$ cat src/inc/pss_pkg.sv
`default_nettype none
package pss_pkg;
    // ---------------------------------------------------------------
    // Register map
    // ---------------------------------------------------------------
    localparam logic [7:0] PSS_OFS_PC_LOW = 8'h06;
    localparam logic [7:0] PSS_OFS_TBL_LOW = 8'h07;
    localparam logic [7:0] PSS_OFS_TBL_HIGH_LATCH = 8'h08;
    localparam logic [7:0] PSS_OFS_TBL_HIGH_PTR = 8'h1F;
    localparam logic [7:0] PSS_OFS_CTRL = 8'h30;
    localparam logic [7:0] PSS_OFS_STATUS = 8'h31;
    localparam logic [7:0] PSS_OFS_IRQ = 8'h32;
    // CTRL bits
    localparam int PSS_CTRL_GIE = 0;
    localparam int PSS_CTRL_EN_USB = 1;
    localparam int PSS_CTRL_EN_T0 = 2;
    localparam int PSS_CTRL_EN_T1 = 3;
    localparam int PSS_CTRL_TABLE_POINTER_HIGH_EN = 4;
    localparam logic [7:0] PSS_CTRL_RESET = 8'h00;
    // ---------------------------------------------------------------
    // Vectors and timing
    // ---------------------------------------------------------------
    localparam logic [10:0] PSS_VEC_RESET = 11'h000;
    localparam logic [10:0] PSS_VEC_USB = 11'h004;
    localparam logic [10:0] PSS_VEC_T0 = 11'h008;
    localparam logic [10:0] PSS_VEC_T1 = 11'h00C;
    localparam int PSS_PHASES = 4;
    // ---------------------------------------------------------------
    // Instruction commands from the decoder
    // ---------------------------------------------------------------
    typedef enum logic [2:0] {
        PSS_OP_NEXT = 3'h0,
        PSS_OP_JUMP = 3'h1,
        PSS_OP_CALL = 3'h2,
        PSS_OP_RET = 3'h3,
        PSS_OP_RETURN_FROM_ISR = 3'h4,
        PSS_OP_SKIP = 3'h5,
        PSS_OP_TAB_CUR = 3'h6,
        PSS_OP_TAB_LAST = 3'h7
    } pss_op_type;
    typedef enum logic [3:0] {
        PSS_ST_FETCH = 4'b0001,
        PSS_ST_DUMMY = 4'b0010,
        PSS_ST_TABLE = 4'b0100,
        PSS_ST_IDLE = 4'b1000
    } pss_state_type;
endpackage
`default_nettype wire

$ cat src/rtl/pss_core.sv
`timescale 1ns/1ps
`default_nettype none
module pss_core
    import pss_pkg::*;
#(
    parameter int PC_W = 11,
    parameter int WORD_W = 15,
    parameter int DEPTH = 16
) (
    // Clock and reset
    input wire logic i_clk,
    input wire logic i_rst,
    // Avalon-MM slave
    input wire logic [7:0] i_avs_address,
    input wire logic i_avs_read,
    input wire logic i_avs_write,
    input wire logic [31:0] i_avs_writedata,
    input wire logic [3:0] i_avs_byteenable,
    output logic [31:0] o_avs_readdata,
    output logic o_avs_waitrequest,
    // Program ROM
    output logic [PC_W-1:0] o_rom_addr,
    input wire logic [WORD_W-1:0] i_rom_data,
    // Decoder command, sampled at last phase of an execute cycle
    input wire logic [2:0] i_op,
    input wire logic [PC_W-1:0] i_op_target,
    input wire logic i_skip_met,
    // Interrupt requests, level
    input wire logic i_irq_usb,
    input wire logic i_irq_t0,
    input wire logic i_irq_t1,
    // Status
    output logic [1:0] o_phase,
    output logic o_cycle_end,
    output logic [PC_W-1:0] o_pc,
    output logic o_exec_valid,
    output logic [WORD_W-1:0] o_instr,
    output logic o_tab_wr,
    output logic [7:0] o_tab_low
);
    initial begin
        if (PC_W != 11 || WORD_W != 15 || DEPTH != 16) begin
            $error("pss_core: unsupported parameters");
        end
    end

    localparam int SW = $clog2(DEPTH);

    // ---------------------------------------------------------------
    // Phase generator
    // ---------------------------------------------------------------
    logic [1:0] phase_reg;
    logic cyc_end;
    assign cyc_end = (phase_reg == 2'(PSS_PHASES - 1));
    always_ff @(posedge i_clk) begin
        if (i_rst) begin
            phase_reg <= 2'h0;
        end else begin
            phase_reg <= phase_reg + 2'h1;
        end
    end

    // ---------------------------------------------------------------
    // Registers
    // ---------------------------------------------------------------
    logic [PC_W-1:0] pc_reg;
    logic [7:0] tbl_low_reg;
    logic [7:0] tbl_high_ptr_reg;
    logic [7:0] tbl_latch_reg;
    logic [7:0] ctrl_reg;
    logic [2:0] pend_reg;
    logic [SW-1:0] sp_reg;
    logic [SW:0] depth_reg;
    logic [PC_W-1:0] stack_mem [DEPTH];
    pss_state_type state_reg;
    logic [WORD_W-1:0] instr_reg;
    logic exec_valid_reg;
    logic tab_wr_reg;
    logic [7:0] tab_low_reg;
    logic pc_wr_pend_reg;
    logic [7:0] pc_wr_val_reg;

    logic bus_wr;
    logic full;
    logic [2:0] take;
    logic irq_go;
    logic [PC_W-1:0] vec;
    logic [PC_W-1:0] tab_addr;
    logic [2:0] irq_in;
    logic tab_last_reg;

    assign bus_wr = i_avs_write && i_avs_byteenable[0];
    assign full = (depth_reg == (SW+1)'(DEPTH));
    assign irq_in = {i_irq_t1, i_irq_t0, i_irq_usb};

    // Pending flags: set wins over clear
    assign take = pend_reg & ctrl_reg[3:1];
    assign irq_go = ctrl_reg[PSS_CTRL_GIE] && (take != 3'h0) && !full;
    always_comb begin
        if (take[0]) begin
            vec = PSS_VEC_USB;
        end else if (take[1]) begin
            vec = PSS_VEC_T0;
        end else begin
            vec = PSS_VEC_T1;
        end
    end

    always_ff @(posedge i_clk) begin
        if (i_rst) begin
            pend_reg <= 3'h0;
        end else begin
            for (int i = 0; i < 3; i++) begin
                if (irq_in[i]) begin
                    pend_reg[i] <= 1'b1;
                end else if (bus_wr && i_avs_address == PSS_OFS_IRQ &&
                             i_avs_writedata[i]) begin
                    pend_reg[i] <= 1'b0;
                end else if (cyc_end && state_reg == PSS_ST_FETCH && exec_valid_reg && irq_go &&
                             vec == (i == 0 ? PSS_VEC_USB :
                                     i == 1 ? PSS_VEC_T0 : PSS_VEC_T1)) begin
                    pend_reg[i] <= 1'b0;
                end
            end
        end
    end

    // Table address; top bits from PC, pointer high, or ones
    always_comb begin
        tab_addr[7:0] = tbl_low_reg;
        // Kind is latched: the decoder has moved on by the table cycle
        if (tab_last_reg) begin
            tab_addr[10:8] = 3'h7;
        end else if (ctrl_reg[PSS_CTRL_TABLE_POINTER_HIGH_EN]) begin
            tab_addr[10:8] = tbl_high_ptr_reg[2:0];
        end else begin
            tab_addr[10:8] = pc_reg[10:8];
        end
    end

    // ROM address mux: fetch by PC, table by pointer
    assign o_rom_addr = (state_reg == PSS_ST_TABLE) ? tab_addr : pc_reg;

    // ---------------------------------------------------------------
    // Sequencer
    // ---------------------------------------------------------------
    always_ff @(posedge i_clk) begin
        if (i_rst) begin
            pc_reg <= PSS_VEC_RESET;
            sp_reg <= '0;
            depth_reg <= '0;
            state_reg <= PSS_ST_IDLE;
            instr_reg <= '0;
            exec_valid_reg <= 1'b0;
            tab_wr_reg <= 1'b0;
            tab_low_reg <= 8'h00;
            tbl_latch_reg <= 8'h00;
            tab_last_reg <= 1'b0;
            ctrl_reg <= PSS_CTRL_RESET;
        end else begin
            tab_wr_reg <= 1'b0;
            if (bus_wr && i_avs_address == PSS_OFS_CTRL) begin
                ctrl_reg <= i_avs_writedata[7:0];
            end
            if (cyc_end) begin
                case (state_reg)
                    PSS_ST_IDLE: begin
                        state_reg <= PSS_ST_FETCH;
                    end
                    PSS_ST_FETCH: begin
                        instr_reg <= i_rom_data;
                        exec_valid_reg <= 1'b1;
                        pc_reg <= pc_reg + 11'h001;
                        if (exec_valid_reg) begin
                            if (irq_go) begin
                                stack_mem[sp_reg] <= pc_reg;
                                sp_reg <= sp_reg + 1'b1;
                                depth_reg <= depth_reg + 1'b1;
                                pc_reg <= vec;
                                ctrl_reg[PSS_CTRL_GIE] <= 1'b0;
                                if (bus_wr && i_avs_address == PSS_OFS_CTRL) begin
                                    ctrl_reg <= i_avs_writedata[7:0] & 8'hFE;
                                end
                                exec_valid_reg <= 1'b0;
                                state_reg <= PSS_ST_DUMMY;
                            end else if (pc_wr_pend_reg) begin
                                pc_reg <= {pc_reg[10:8], pc_wr_val_reg};
                                exec_valid_reg <= 1'b0;
                                state_reg <= PSS_ST_DUMMY;
                            end else begin
                                case (pss_op_type'(i_op))
                                    PSS_OP_JUMP: begin
                                        pc_reg <= i_op_target;
                                        exec_valid_reg <= 1'b0;
                                        state_reg <= PSS_ST_DUMMY;
                                    end
                                    PSS_OP_CALL: begin
                                        stack_mem[sp_reg] <= pc_reg;
                                        sp_reg <= sp_reg + 1'b1;
                                        if (!full) begin
                                            depth_reg <= depth_reg + 1'b1;
                                        end
                                        pc_reg <= i_op_target;
                                        exec_valid_reg <= 1'b0;
                                        state_reg <= PSS_ST_DUMMY;
                                    end
                                    PSS_OP_RET, PSS_OP_RETURN_FROM_ISR: begin
                                        pc_reg <= stack_mem[sp_reg - 1'b1];
                                        sp_reg <= sp_reg - 1'b1;
                                        if (depth_reg != '0) begin
                                            depth_reg <= depth_reg - 1'b1;
                                        end
                                        if (i_op == PSS_OP_RETURN_FROM_ISR) begin
                                            ctrl_reg[PSS_CTRL_GIE] <= 1'b1;
                                        end
                                        exec_valid_reg <= 1'b0;
                                        state_reg <= PSS_ST_DUMMY;
                                    end
                                    PSS_OP_SKIP: begin
                                        if (i_skip_met) begin
                                            pc_reg <= pc_reg + 11'h001;
                                            exec_valid_reg <= 1'b0;
                                            state_reg <= PSS_ST_DUMMY;
                                        end
                                    end
                                    PSS_OP_TAB_CUR, PSS_OP_TAB_LAST: begin
                                        // Fetched word is held and runs after the table cycle
                                        pc_reg <= pc_reg;
                                        tab_last_reg <= (i_op == PSS_OP_TAB_LAST);
                                        exec_valid_reg <= 1'b0;
                                        state_reg <= PSS_ST_TABLE;
                                    end
                                    default: begin
                                    end
                                endcase
                            end
                        end
                    end
                    PSS_ST_TABLE: begin
                        tab_low_reg <= i_rom_data[7:0];
                        tbl_latch_reg <= {1'b0, i_rom_data[14:8]};
                        tab_wr_reg <= 1'b1;
                        exec_valid_reg <= 1'b1;
                        pc_reg <= pc_reg + 11'h001;
                        state_reg <= PSS_ST_FETCH;
                    end
                    PSS_ST_DUMMY: begin
                        // Dummy slot fetches at the new PC, so only one cycle is lost
                        instr_reg <= i_rom_data;
                        exec_valid_reg <= 1'b1;
                        pc_reg <= pc_reg + 11'h001;
                        state_reg <= PSS_ST_FETCH;
                    end
                    default: begin
                        state_reg <= PSS_ST_IDLE;
                    end
                endcase
            end
        end
    end

    // ---------------------------------------------------------------
    // Software registers
    // ---------------------------------------------------------------
    // PC low writes are held until the next fetch boundary
    always_ff @(posedge i_clk) begin
        if (i_rst) begin
            pc_wr_pend_reg <= 1'b0;
            pc_wr_val_reg <= 8'h00;
        end else if (bus_wr && i_avs_address == PSS_OFS_PC_LOW) begin
            pc_wr_pend_reg <= 1'b1;
            pc_wr_val_reg <= i_avs_writedata[7:0];
        end else if (cyc_end && state_reg == PSS_ST_FETCH && exec_valid_reg && !irq_go) begin
            pc_wr_pend_reg <= 1'b0;
        end
    end

    always_ff @(posedge i_clk) begin
        if (i_rst) begin
            tbl_low_reg <= 8'h00;
            tbl_high_ptr_reg <= 8'h00;
        end else if (bus_wr) begin
            if (i_avs_address == PSS_OFS_TBL_LOW) begin
                tbl_low_reg <= i_avs_writedata[7:0];
            end
            if (i_avs_address == PSS_OFS_TBL_HIGH_PTR) begin
                tbl_high_ptr_reg <= i_avs_writedata[7:0];
            end
        end
    end

    // Zero-wait slave; read data registered one cycle later would break timing
    assign o_avs_waitrequest = 1'b0;
    always_comb begin
        case (i_avs_address)
            PSS_OFS_PC_LOW: o_avs_readdata = {24'h0, pc_reg[7:0]};
            PSS_OFS_TBL_LOW: o_avs_readdata = {24'h0, tbl_low_reg};
            PSS_OFS_TBL_HIGH_LATCH: o_avs_readdata = {24'h0, tbl_latch_reg};
            PSS_OFS_TBL_HIGH_PTR: o_avs_readdata = {24'h0, tbl_high_ptr_reg};
            PSS_OFS_CTRL: o_avs_readdata = {24'h0, ctrl_reg};
            PSS_OFS_STATUS: o_avs_readdata = {27'h0, depth_reg};
            PSS_OFS_IRQ: o_avs_readdata = {29'h0, pend_reg};
            default: o_avs_readdata = 32'h0;
        endcase
    end

    assign o_phase = phase_reg;
    assign o_cycle_end = cyc_end;
    assign o_pc = pc_reg;
    assign o_exec_valid = exec_valid_reg;
    assign o_instr = instr_reg;
    assign o_tab_wr = tab_wr_reg;
    assign o_tab_low = tab_low_reg;
endmodule
`default_nettype wire

$ cat config.mk
export PLATFORM = sky130hd
export DESIGN_NAME = pss_core
export DESIGN_NICKNAME = d
export VERILOG_FILES = /design/src/inc/pss_pkg.sv /design/src/rtl/pss_core.sv
export SDC_FILE = /design/constraint.sdc
export NUM_CORES = 1
export LEC_CHECK = 0
export ABC_CLOCK_PERIOD_IN_PS = 10000
export BUFFER_PORTS_ARGS = -buffer_cell sky130_fd_sc_hd__buf_2
export CAP_MARGIN = 5
export CORE_MARGIN = 1.5
export CORE_UTILIZATION = 64
export CTS_BUF_LIST = sky130_fd_sc_hd__clkbuf_4
export DETAILED_ROUTE_END_ITERATION = 16
export PLACE_DENSITY = 0.86
export REMOVE_ABC_BUFFERS = 1
export SLEW_MARGIN = 20
export SYNTH_ARGS = -nofsm -noshare
export SYNTH_HDL_FRONTEND = slang
export SYNTH_SLANG_ARGS = --single-unit
export TNS_END_PERCENT = 1
$ cat constraint.sdc
create_clock -name i_clk -period 10 [get_ports i_clk]
set_input_delay 1 -clock i_clk [delete_from_list [all_inputs] [get_ports i_clk]]
set_output_delay 1 -clock i_clk [all_outputs]
set_load 0.1 [all_outputs]
==> Word-level counts from Yosys, hierarchy flattened <==
Memories as Yosys holds them, arrays and structs flattened.
Cells that the tools add are included.
{ "totals": {"output_inout_bits": 83, "n_memories": 1, "inputBits": 81, "ff_bits": 95, "ram_bits": 176} }
{ "op_classes": {"muxes": 68, "bitwise_logic": 5, "n_eq_ne": 32, "n_addsub": 6, "n_reduce_logical": 46} }
{ "mem_list": {"columns": ["name", "words", "word_bits", "rd", "rd_ports_with_merged_regs", "wr", "line", "text"], "rows": [
  ["stack_mem", 16, 11, 1, 0, 1, "pss_core.sv:74", "logic [PC_W-1:0] stack_mem [DEPTH];"]
]} }
{ "ops": {"columns": ["cell", "n"], "rows": [
  ["case mux 8 bit (7 select lines)", 1],
  ["two-way mux 11 bit", 5],
  ["two-way mux 8 bit", 5],
  ["two-way mux 1 bit", 34],
  ["case mux 11 bit (3 select lines)", 1],
  ["two-way mux 4 bit", 7],
  ["== test 8 x 6 -> 1 bit, second input constant", 3],
  ["== test 11 x 4 -> 1 bit, second input constant", 2],
  ["case mux 11 bit (2 select lines)", 1],
  ["two-way mux 5 bit", 4],
  ["== test 8 x 3 -> 1 bit, second input constant", 2],
  ["logical AND 1 bit", 16],
  ["case mux 4 bit (2 select lines)", 2],
  ["nonzero test 3 bit", 5],
  ["== test 3 bit, second input constant", 4],
  ["case mux 4 bit (3 select lines)", 1],
  ["OR reduction 2 bit", 6],
  ["adder 11 x 1 -> 11 bit, second input constant", 1],
  ["== test 11 x 3 -> 1 bit, second input constant", 1],
  ["inequality test 5 bit, second input constant", 2],
  ["case mux 5 bit (2 select lines)", 1],
  ["AND reduction 2 bit", 5],
  ["two-way mux 3 bit", 3],
  ["== test 8 x 4 -> 1 bit, second input constant", 1],
  ["35 further kinds", 44]
]} }

==> Logic depth before layout (Yosys ltp) <==
Gate-level depths: netlist of the first run.
{ "depth": {"word_depth": 11, "ltp_mapped": 13, "ltp_nobuf": 8} }

==> Least setup slack after synthesis of the first run <==
No wires, ideal clock.
{ "synth_timing": {"path_type": "reg2out", "start": "register pc_reg[3], in the netlist o_pc[3]", "end": "output port o_rom_addr[3]", "stages_incl_launch_ff": 3, "path_buffers": 0, "arrival_time_ns": 3.577, "path_slack_ns": 5.423, "t_required_ns": 9.000, "path_cell_list": "dfxtp_1 > inv_1 > o21ai_0"} }
{ "synth_via": {"elab_chain_len": 1} }
{ "synth_lines": {"columns": ["element", "line", "text"], "rows": [
  ["from (decl)", "pss_core.sv:66", "logic [PC_W-1:0] pc_reg;"],
  ["from (signal assigned)", "pss_core.sv:173", "pc_reg <= pc_reg + 11'h001;"],
  ["from (signal assigned)", "pss_core.sv:179", "pc_reg <= vec;"],
  ["from (signal assigned)", "pss_core.sv:187", "pc_reg <= {pc_reg[10:8], pc_wr_val_reg};"],
  ["two-way mux 11 bit", "pss_core.sv:142", "assign o_rom_addr = (state_reg == PSS_ST_TABLE) ? tab_addr : pc_reg;"],
  ["to (decl)", "pss_core.sv:22", "output logic [PC_W-1:0] o_rom_addr,"]
]} }
No other way between the ends.

==> Worst setup path in the final report of the first run <==
{ "layout_timing": {"start": "input port i_avs_address[5]", "end": "output port o_avs_readdata[0]"} }
{ "layout_via": {"elab_chain_len": 2} }
{ "layout_lines": {"columns": ["element", "line", "text"], "rows": [
  ["from (decl)", "pss_core.sv:14", "input wire logic [7:0] i_avs_address,"],
  ["== test 8 x 6 -> 1 bit, or another cell as far along", "pss_core.sv:295", "case (i_avs_address)"],
  ["case mux 8 bit (7 select lines) *", "pss_core.sv:295", null],
  ["to (decl)", "pss_core.sv:19", "output logic [31:0] o_avs_readdata,"]
]} }
Mark *: on every way between the ends. The rest lies on a longest branch, timed or not.

==> impl_metrics.json, run 1 <==
{
  "dpl_cell_area_mm2": 0.0128,
  "r2r_cells": 9,
  "num_io_pins": 164,
  "grt_max_degree": 70,
  "synth_top_flop_cell": "edfxtp_1",
  "area_delta_synth_final_pct": 12.7,
  "finalInstanceArea_mm2": 0.0137,
  "clkTransAtPathRegs_ps": 60,
  "max_clock_freq_mhz": 240,
  "regArea_mm2": 0.00719,
  "dr.pass1.iters": 6,
  "place_hpwl_mm": 19.4,
  "n_fill_cell": 1170,
  "status": "completed",
  "whs_path_depth": 1,
  "grt_pass1_wl_mm": 46.5,
  "clock_latency_ps": 690,
  "syn_inst": 961,
  "finalSetupViolCount": 0,
  "crit_arrival_ps": 3170,
  "total_power_mw": 2.22,
  "rsz0062_at_grt": "false",
  "final_cell_mix": "edfxtp_1 (176), buf_2 (109), nand2_1 (106)",
  "clk_root_buffer_cell": "clkbuf_4",
  "cts.htree.levels": 3,
  "place.gp.congestion": 0.929,
  "cts_tree": "built",
  "vias": 8850,
  "ir_drop_mv": 0.127,
  "top_register": "stack_mem",
  "async_reset_ff_share_pct": 0,
  "worstPathRequired_ps": 9000,
  "fin_ws_ps": 5830,
  "worst_pin_slew_ps": 1100,
  "p_leak_nw": 5.06,
  "core_area_mm2": 0.0186,
  "cts_inserted_buffers": 70,
  "die_w_um": 141,
  "drc": 0,
  "cap_violations": 0,
  "clock_skew_ps": 56.5,
  "netlist_area_mm2": 0.0121,
  "ys_types": 81,
  "tns_ps": 0,
  "postSynthAreaPerCell_um2": 12.6,
  "yosysTopAreaCellShare_pct": 43.6,
  "slew_viol_final": 0,
  "critPathLaunchType": "input pin",
  "initial_core_util_pct": 65.0,
  "grt_overflow_total": 0,
  "hold_viol": 0,
  "cts_resized": 0,
  "min_path_type": "flip-flop to flip-flop",
  "yosysWarnings": 0,
  "hp-start": "o_phase[0]$_SDFF_PP0_",
  "die-area_mm2": 0.0198,
  "multi_input_area_mm2": 0.00455,
  "yosys.area.top_type": "edfxtp_1",
  "synth_seq_area_share_pct": 59.3,
  "wirelength_mm": 30.2,
  "antenna_left": 0,
  "post-cts-setup-buffers": 0,
  "routedWlPerCell_um": 21.7,
  "slew_headroom_pct": 26.7,
  "grt_usage_pct": 31.1,
  "pre_cts_slack_ps": 6040,
  "min_to": "o_phase[0]$_SDFF_PP0_",
  "viasPerCell": 6.36,
  "cts_hold_buf": 0,
  "worst-setup-path-type": "input pin to primary output",
  "r2r_start": "sp_reg[1]$_SDFFE_PP0P_",
  "nets": 1198,
  "mostFrequentLayoutCell": "edfxtp_1",
  "fin_crit_sh_pct": 41.7,
  "clock_path_buffers": 3,
  "synth_edf_count": 176,
  "ys_ff_latch": 271,
  "synth_area_leaders": "edfxtp_1 (44%), dfxtp_1 (16%), mux4_2 (8.2%)",
  "final.min_clock_period_ps": 4170,
  "timing.rr.end": "o_pc[5]$_SDFFE_PP0P_",
  "portBuffers": 110,
  "r2r_slack_ps": 6450,
  "antenna_found_initial": 1,
  "layout-drive-gt1-share_pct": 27.5,
  "power.density_mw_per_mm2": 163,
  "fin_util_pct": 73.3,
  "placementRows": 50,
  "grt_pass1_vias": 8486,
  "cp_max_fo": 9,
  "clock-sinks": 271,
  "cp-end-kind": "primary output",
  "drt_iter0_drc": 1036,
  "dieHeight_um": 141,
  "largest_reg_flops": 176
}
-- stage by stage --
stage               std cells  hold WS (ps)
floorplan                 906           430
global placement         1270           423
detailed placement       1270           434
CTS                      1391           446
global route             1392           455
finish                   1392           442
-- where the power goes --
group	switching, mW	leakage [nW]	internal (mW)	total, mW
sequential	0.00277	2.46	1.18	1.18
clock	0.443	0.526	0.498	0.941
combinational	0.0815	2.07	0.0196	0.101
-- final cells by class --
cell class              count  area share (%)
repair buffers            130            5.15
clock buffers             103            5.66
inverters                  14           0.385
multi-input cells         621            33.3
flip-flops and latches    271            52.6
diodes                      1          0.0183
well taps                 234            2.14
clock inverters            18           0.760
-- kinds of logic (layout without fill, tap and decap cells) --
group	after synthesis	in the layout	synth area share [%]
other	1	26	0.0309
DFF	271	271	59.3
buffers and inverters	93	265	4.15
muxes	105	105	13.6
xor gates and xnor gates	18	18	1.36
and+or+nand+nor	296	296	11.3
AOI/OAI and AO/OA	168	168	9.38
adders and majority gates	9	9	0.929
-- worst max path at each step --
stage / startpoint / to / slack, ps / depth (start not counted)
floorplan: sp_reg[0]$_SDFFE_PP0P_ / o_pc[2]$_SDFFE_PP0P_ / 4890 / 7
global placement: i_avs_address[5] / o_avs_readdata[0] / 6040 / 8
detailed placement: i_avs_address[1] / o_avs_readdata[2] / 6040 / 7
CTS: i_avs_address[5] / o_avs_readdata[0] / 5960 / 8
global route: i_avs_address[5] / o_avs_readdata[0] / 5710 / 8
finish: i_avs_address[5] / o_avs_readdata[0] / 5830 / 8
-- synth_stat cells, types with 15 or more instances --
cell type,number
o21ai_0,15
a21oi_1,65
dfxtp_1,95
clkbuf_1,30
mux4_2,44
buf_4,31
mux2i_1,52
edfxtp_1,176
nand2_1,106
nor3_1,16
nand3_1,16
nor2_1,101
-- worst max-delay path, stage by stage --
cell,delay [ps]
buf_2,100
nor3_1,240
nand3_1,170
nor2_1,640
a22oi_1,200
o21ai_0,190
a221o_1,190
buf_2,430
-- metal layers --
layer | up-vias | share of wire, % | track usage (%)
met4 | 0 | 3.2 | 13.3
met1 | 4272 | 39 | 41.6
met5 | - | 0 | 0
met2 | 597 | 48 | 48.7
met3 | 90 | 11 | 8.19
li1 | 3891 | - | -
(Power assumes the default switching activity.)
==> run 2, diff against run 1 <==
--- a/config.mk
+++ b/config.mk
@@ -5,14 +5,15 @@
 export SDC_FILE = /design/constraint.sdc
 export NUM_CORES = 1
 export LEC_CHECK = 0
-export ABC_CLOCK_PERIOD_IN_PS = 10000
+export ABC_AREA = 1
+export ABC_CLOCK_PERIOD_IN_PS = 3510
 export BUFFER_PORTS_ARGS = -buffer_cell sky130_fd_sc_hd__buf_2
 export CAP_MARGIN = 5
 export CORE_MARGIN = 1.5
-export CORE_UTILIZATION = 64
+export CORE_UTILIZATION = 54
 export CTS_BUF_LIST = sky130_fd_sc_hd__clkbuf_4
 export DETAILED_ROUTE_END_ITERATION = 16
-export PLACE_DENSITY = 0.86
+export PLACE_DENSITY = 0.77
 export REMOVE_ABC_BUFFERS = 1
 export SLEW_MARGIN = 20
 export SYNTH_ARGS = -nofsm -noshare
==> constraint.sdc (replaced) <==
create_clock -name i_clk -period 3.51 [get_ports i_clk]
set_input_delay 0.351 -clock i_clk [delete_from_list [all_inputs] [get_ports i_clk]]
set_output_delay 0.351 -clock i_clk [all_outputs]
set_load 0.1 [all_outputs]
==> impl_metrics.json, run 2 <==
{
  "status": "completed",
  "drt_iter0_drc": 914,
  "worstPathRequired_ps": 3160,
  "portBuffers": 110,
  "viasPerCell": 5.56,
  "cts.htree.levels": 3,
  "yosysTopAreaCellShare_pct": 42.9,
  "clock_skew_ps": 61.7,
  "die-area_mm2": 0.0237,
  "yosys.area.top_type": "edfxtp_1",
  "synth_area_leaders": "edfxtp_1 (43%), dfxtp_1 (15%), nand2_1 (9.7%)",
  "clockPowerShare_pct": 42.2,
  "synth_top_flop_cell": "edfxtp_1",
  "clock_latency_ps": 690,
  "fin_crit_sh_pct": 88.0,
  "tns_ps": 0,
  "seqPwrFrac_pct": 52.9,
  "cts_resized": 0,
  "core_area_mm2": 0.0225,
  "yosys-top-cells-count": "nand2_1 (317), nand3_1 (208), edfxtp_1 (176), nor2_1 (99), a21oi_1 (97)",
  "fin_util_pct": 63.4,
  "p_int_mw": 4.83,
  "netlist_area_mm2": 0.0123,
  "cts_inserted_buffers": 70,
  "crit_arrival_ps": 2740,
  "clock-sinks": 271,
  "power.density_mw_per_mm2": 446,
  "antenna_found_initial": 4,
  "place.gp.congestion": 0.974,
  "final_cell_mix": "nand2_1 (317), nand3_1 (208), edfxtp_1 (176)",
  "worst_pin_slew_ps": 1010,
  "die_w_um": 154,
  "cap_violations": 0,
  "wirelength_mm": 32.9,
  "syn_inst": 1351,
  "ir_drop_mv": 0.354,
  "min_path_type": "input pin to flip-flop",
  "layout-drive-gt1-share_pct": 17.7,
  "top_register": "stack_mem",
  "largest_reg_flops": 176,
  "place_hpwl_mm": 21.0,
  "clkTransAtPathRegs_ps": 60,
  "mostFrequentLayoutCell": "nand2_1",
  "grt_pass1_vias": 10073,
  "antenna_left": 0,
  "dieHeight_um": 154,
  "yosysMostFrequentCell": "nand2_1",
  "fin_cells": 1876,
  "async_reset_ff_share_pct": 0,
  "drc": 0,
  "clock_path_buffers": 3,
  "grt_pass1_wl_mm": 51.4,
  "grt_overflow_total": 0,
  "area_delta_synth_final_pct": 15.9,
  "final.min_clock_period_ps": 3090,
  "rsz0062_at_grt": "false",
  "ys_ff_latch": 271,
  "postSynthAreaPerCell_um2": 9.11,
  "nets": 1622,
  "clk_root_buffer_cell": "clkbuf_4",
  "finalSetupViolCount": 0,
  "post-cts-setup-buffers": 0,
  "combPwrFrac_pct": 4.9,
  "yosysWarnings": 0,
  "dr.pass1.iters": 5,
  "placementRows": 55,
  "num_io_pins": 164,
  "synth_seq_area_share_pct": 58.4,
  "cp-end-kind": "primary output",
  "initial_core_util_pct": 54.7,
  "synth_edf_count": 176,
  "cp_max_fo": 19,
  "grt_max_degree": 95,
  "ys_types": 41,
  "hold_viol": 0,
  "place.detailed.instances": 1720,
  "max_clock_freq_mhz": 324,
  "grt_usage_pct": 27.8,
  "critPathLaunchType": "flip-flop",
  "cts_tree": "built",
  "p_leak_nw": 5.81,
  "routedWlPerCell_um": 17.5,
  "vias": 10438,
  "p_switching_mw": 1.53,
  "worst-setup-path-type": "flip-flop to primary output",
  "slew_headroom_pct": 32.7,
  "swShare_pct": 24.0,
  "slew_viol_final": 0
}
run 2: cell types whose count changed in the layout (fill, tap and decap cells not counted), moves of 14 or more:
cell           delta
a21oi_1          +32
a22oi_1          -14
buf_4            +14
clkinv_1         +17
dlygate4sd3_1    +25
inv_1            +65
mux2i_1          -52
mux4_2           -44
nand2_1         +211
nand3_1         +192
o21ai_0          +75
run 2: worst paths after layout:
| check | startpoint | endpoint | slack (ps) | cells past startpoint |
|---|---|---|---|---|
| max | state_reg[1]$_SDFFE_PP0P_ | o_rom_addr[9] | 420 | 6 |
| min reg2reg | o_phase[0]$_SDFF_PP0_ | o_phase[0]$_SDFF_PP0_ | 440 | 1 |
| max reg2reg | sp_reg[1]$_SDFFE_PP0P_ | o_pc[3]$_SDFFE_PP0P_ | 730 | 13 |
| min | i_avs_writedata[2] | pc_wr_val_reg[2]$_SDFFE_PP0P_ | 60 | 3 |
run 2: metrics by stage:
step / power [mW] / instance area, um2 / hold WS (ps) / worst slack, ps
CTS: 6.41 / 14300 / 4.14 / 380
global route: 6.59 / 14300 / 4.14 / 244
finish: 6.36 / 14300 / 55.3 / 420
floorplan: 3.64 / 11900 / 418 / -2390
detailed placement: 3.72 / 13100 / 433 / 775
global placement: 3.72 / 13100 / 424 / 889
run 2: layout make-up:
type	instances	area, um2
multi-input combinational	926	4390
tap	285	357
sequential	271	7190
clock buffer	93	698
clock inverter	35	198
fill	1890	8240
antenna	3	7.51
inverter	92	345
timing repair buffer	171	1080
run 2: power groups by stage:
stage          Clock (mW)  Combinational, mW  Sequential (mW)
2_1_floorplan           0              0.194             3.45
3_3_place_gp            0              0.284             3.43
3_5_place_dp            0              0.286             3.43
4_1_cts              2.74              0.307             3.36
5_1_grt              2.90              0.331             3.36
6_report             2.68              0.312             3.36
run 2: what timing repair did:
action	CTS	global route
endpoints found under the hold margin	45	0
hold buffers	25	0
endpoints found under the setup margin	0	0
run 2: critical path, stage by stage, from the launching register on:
cell and delay [ps]:
dfxtp_1 340, nor2_1 160, nand3_2 420, nor2_1 450, nand2_1 120, o211ai_1 140
buf_2 470
run 2: logic make-up (layout without fill, tap and decap cells):
| family | after synthesis | in the layout | share of synthesized area, % |
|---|---|---|---|
| other | 1 | 28 | 0.0305 |
| buffers and inverters | 178 | 391 | 6.67 |
| xor gates and xnor gates | 15 | 15 | 1.07 |
| and+or+nand+nor | 662 | 662 | 23.5 |
| adders and majority gates | 9 | 9 | 0.915 |
| AOI/OAI and AO/OA | 215 | 215 | 9.36 |
| DFF | 271 | 271 | 58.4 |
run 2: layer usage:
metal	vias to the layer above	GRT usage, %	wire length, um
met2	526	46.0	15800
met5	-	0	13
met4	2	13.4	1330
met1	4828	34.4	13000
met3	100	6.76	2760
li1	4982	-	-
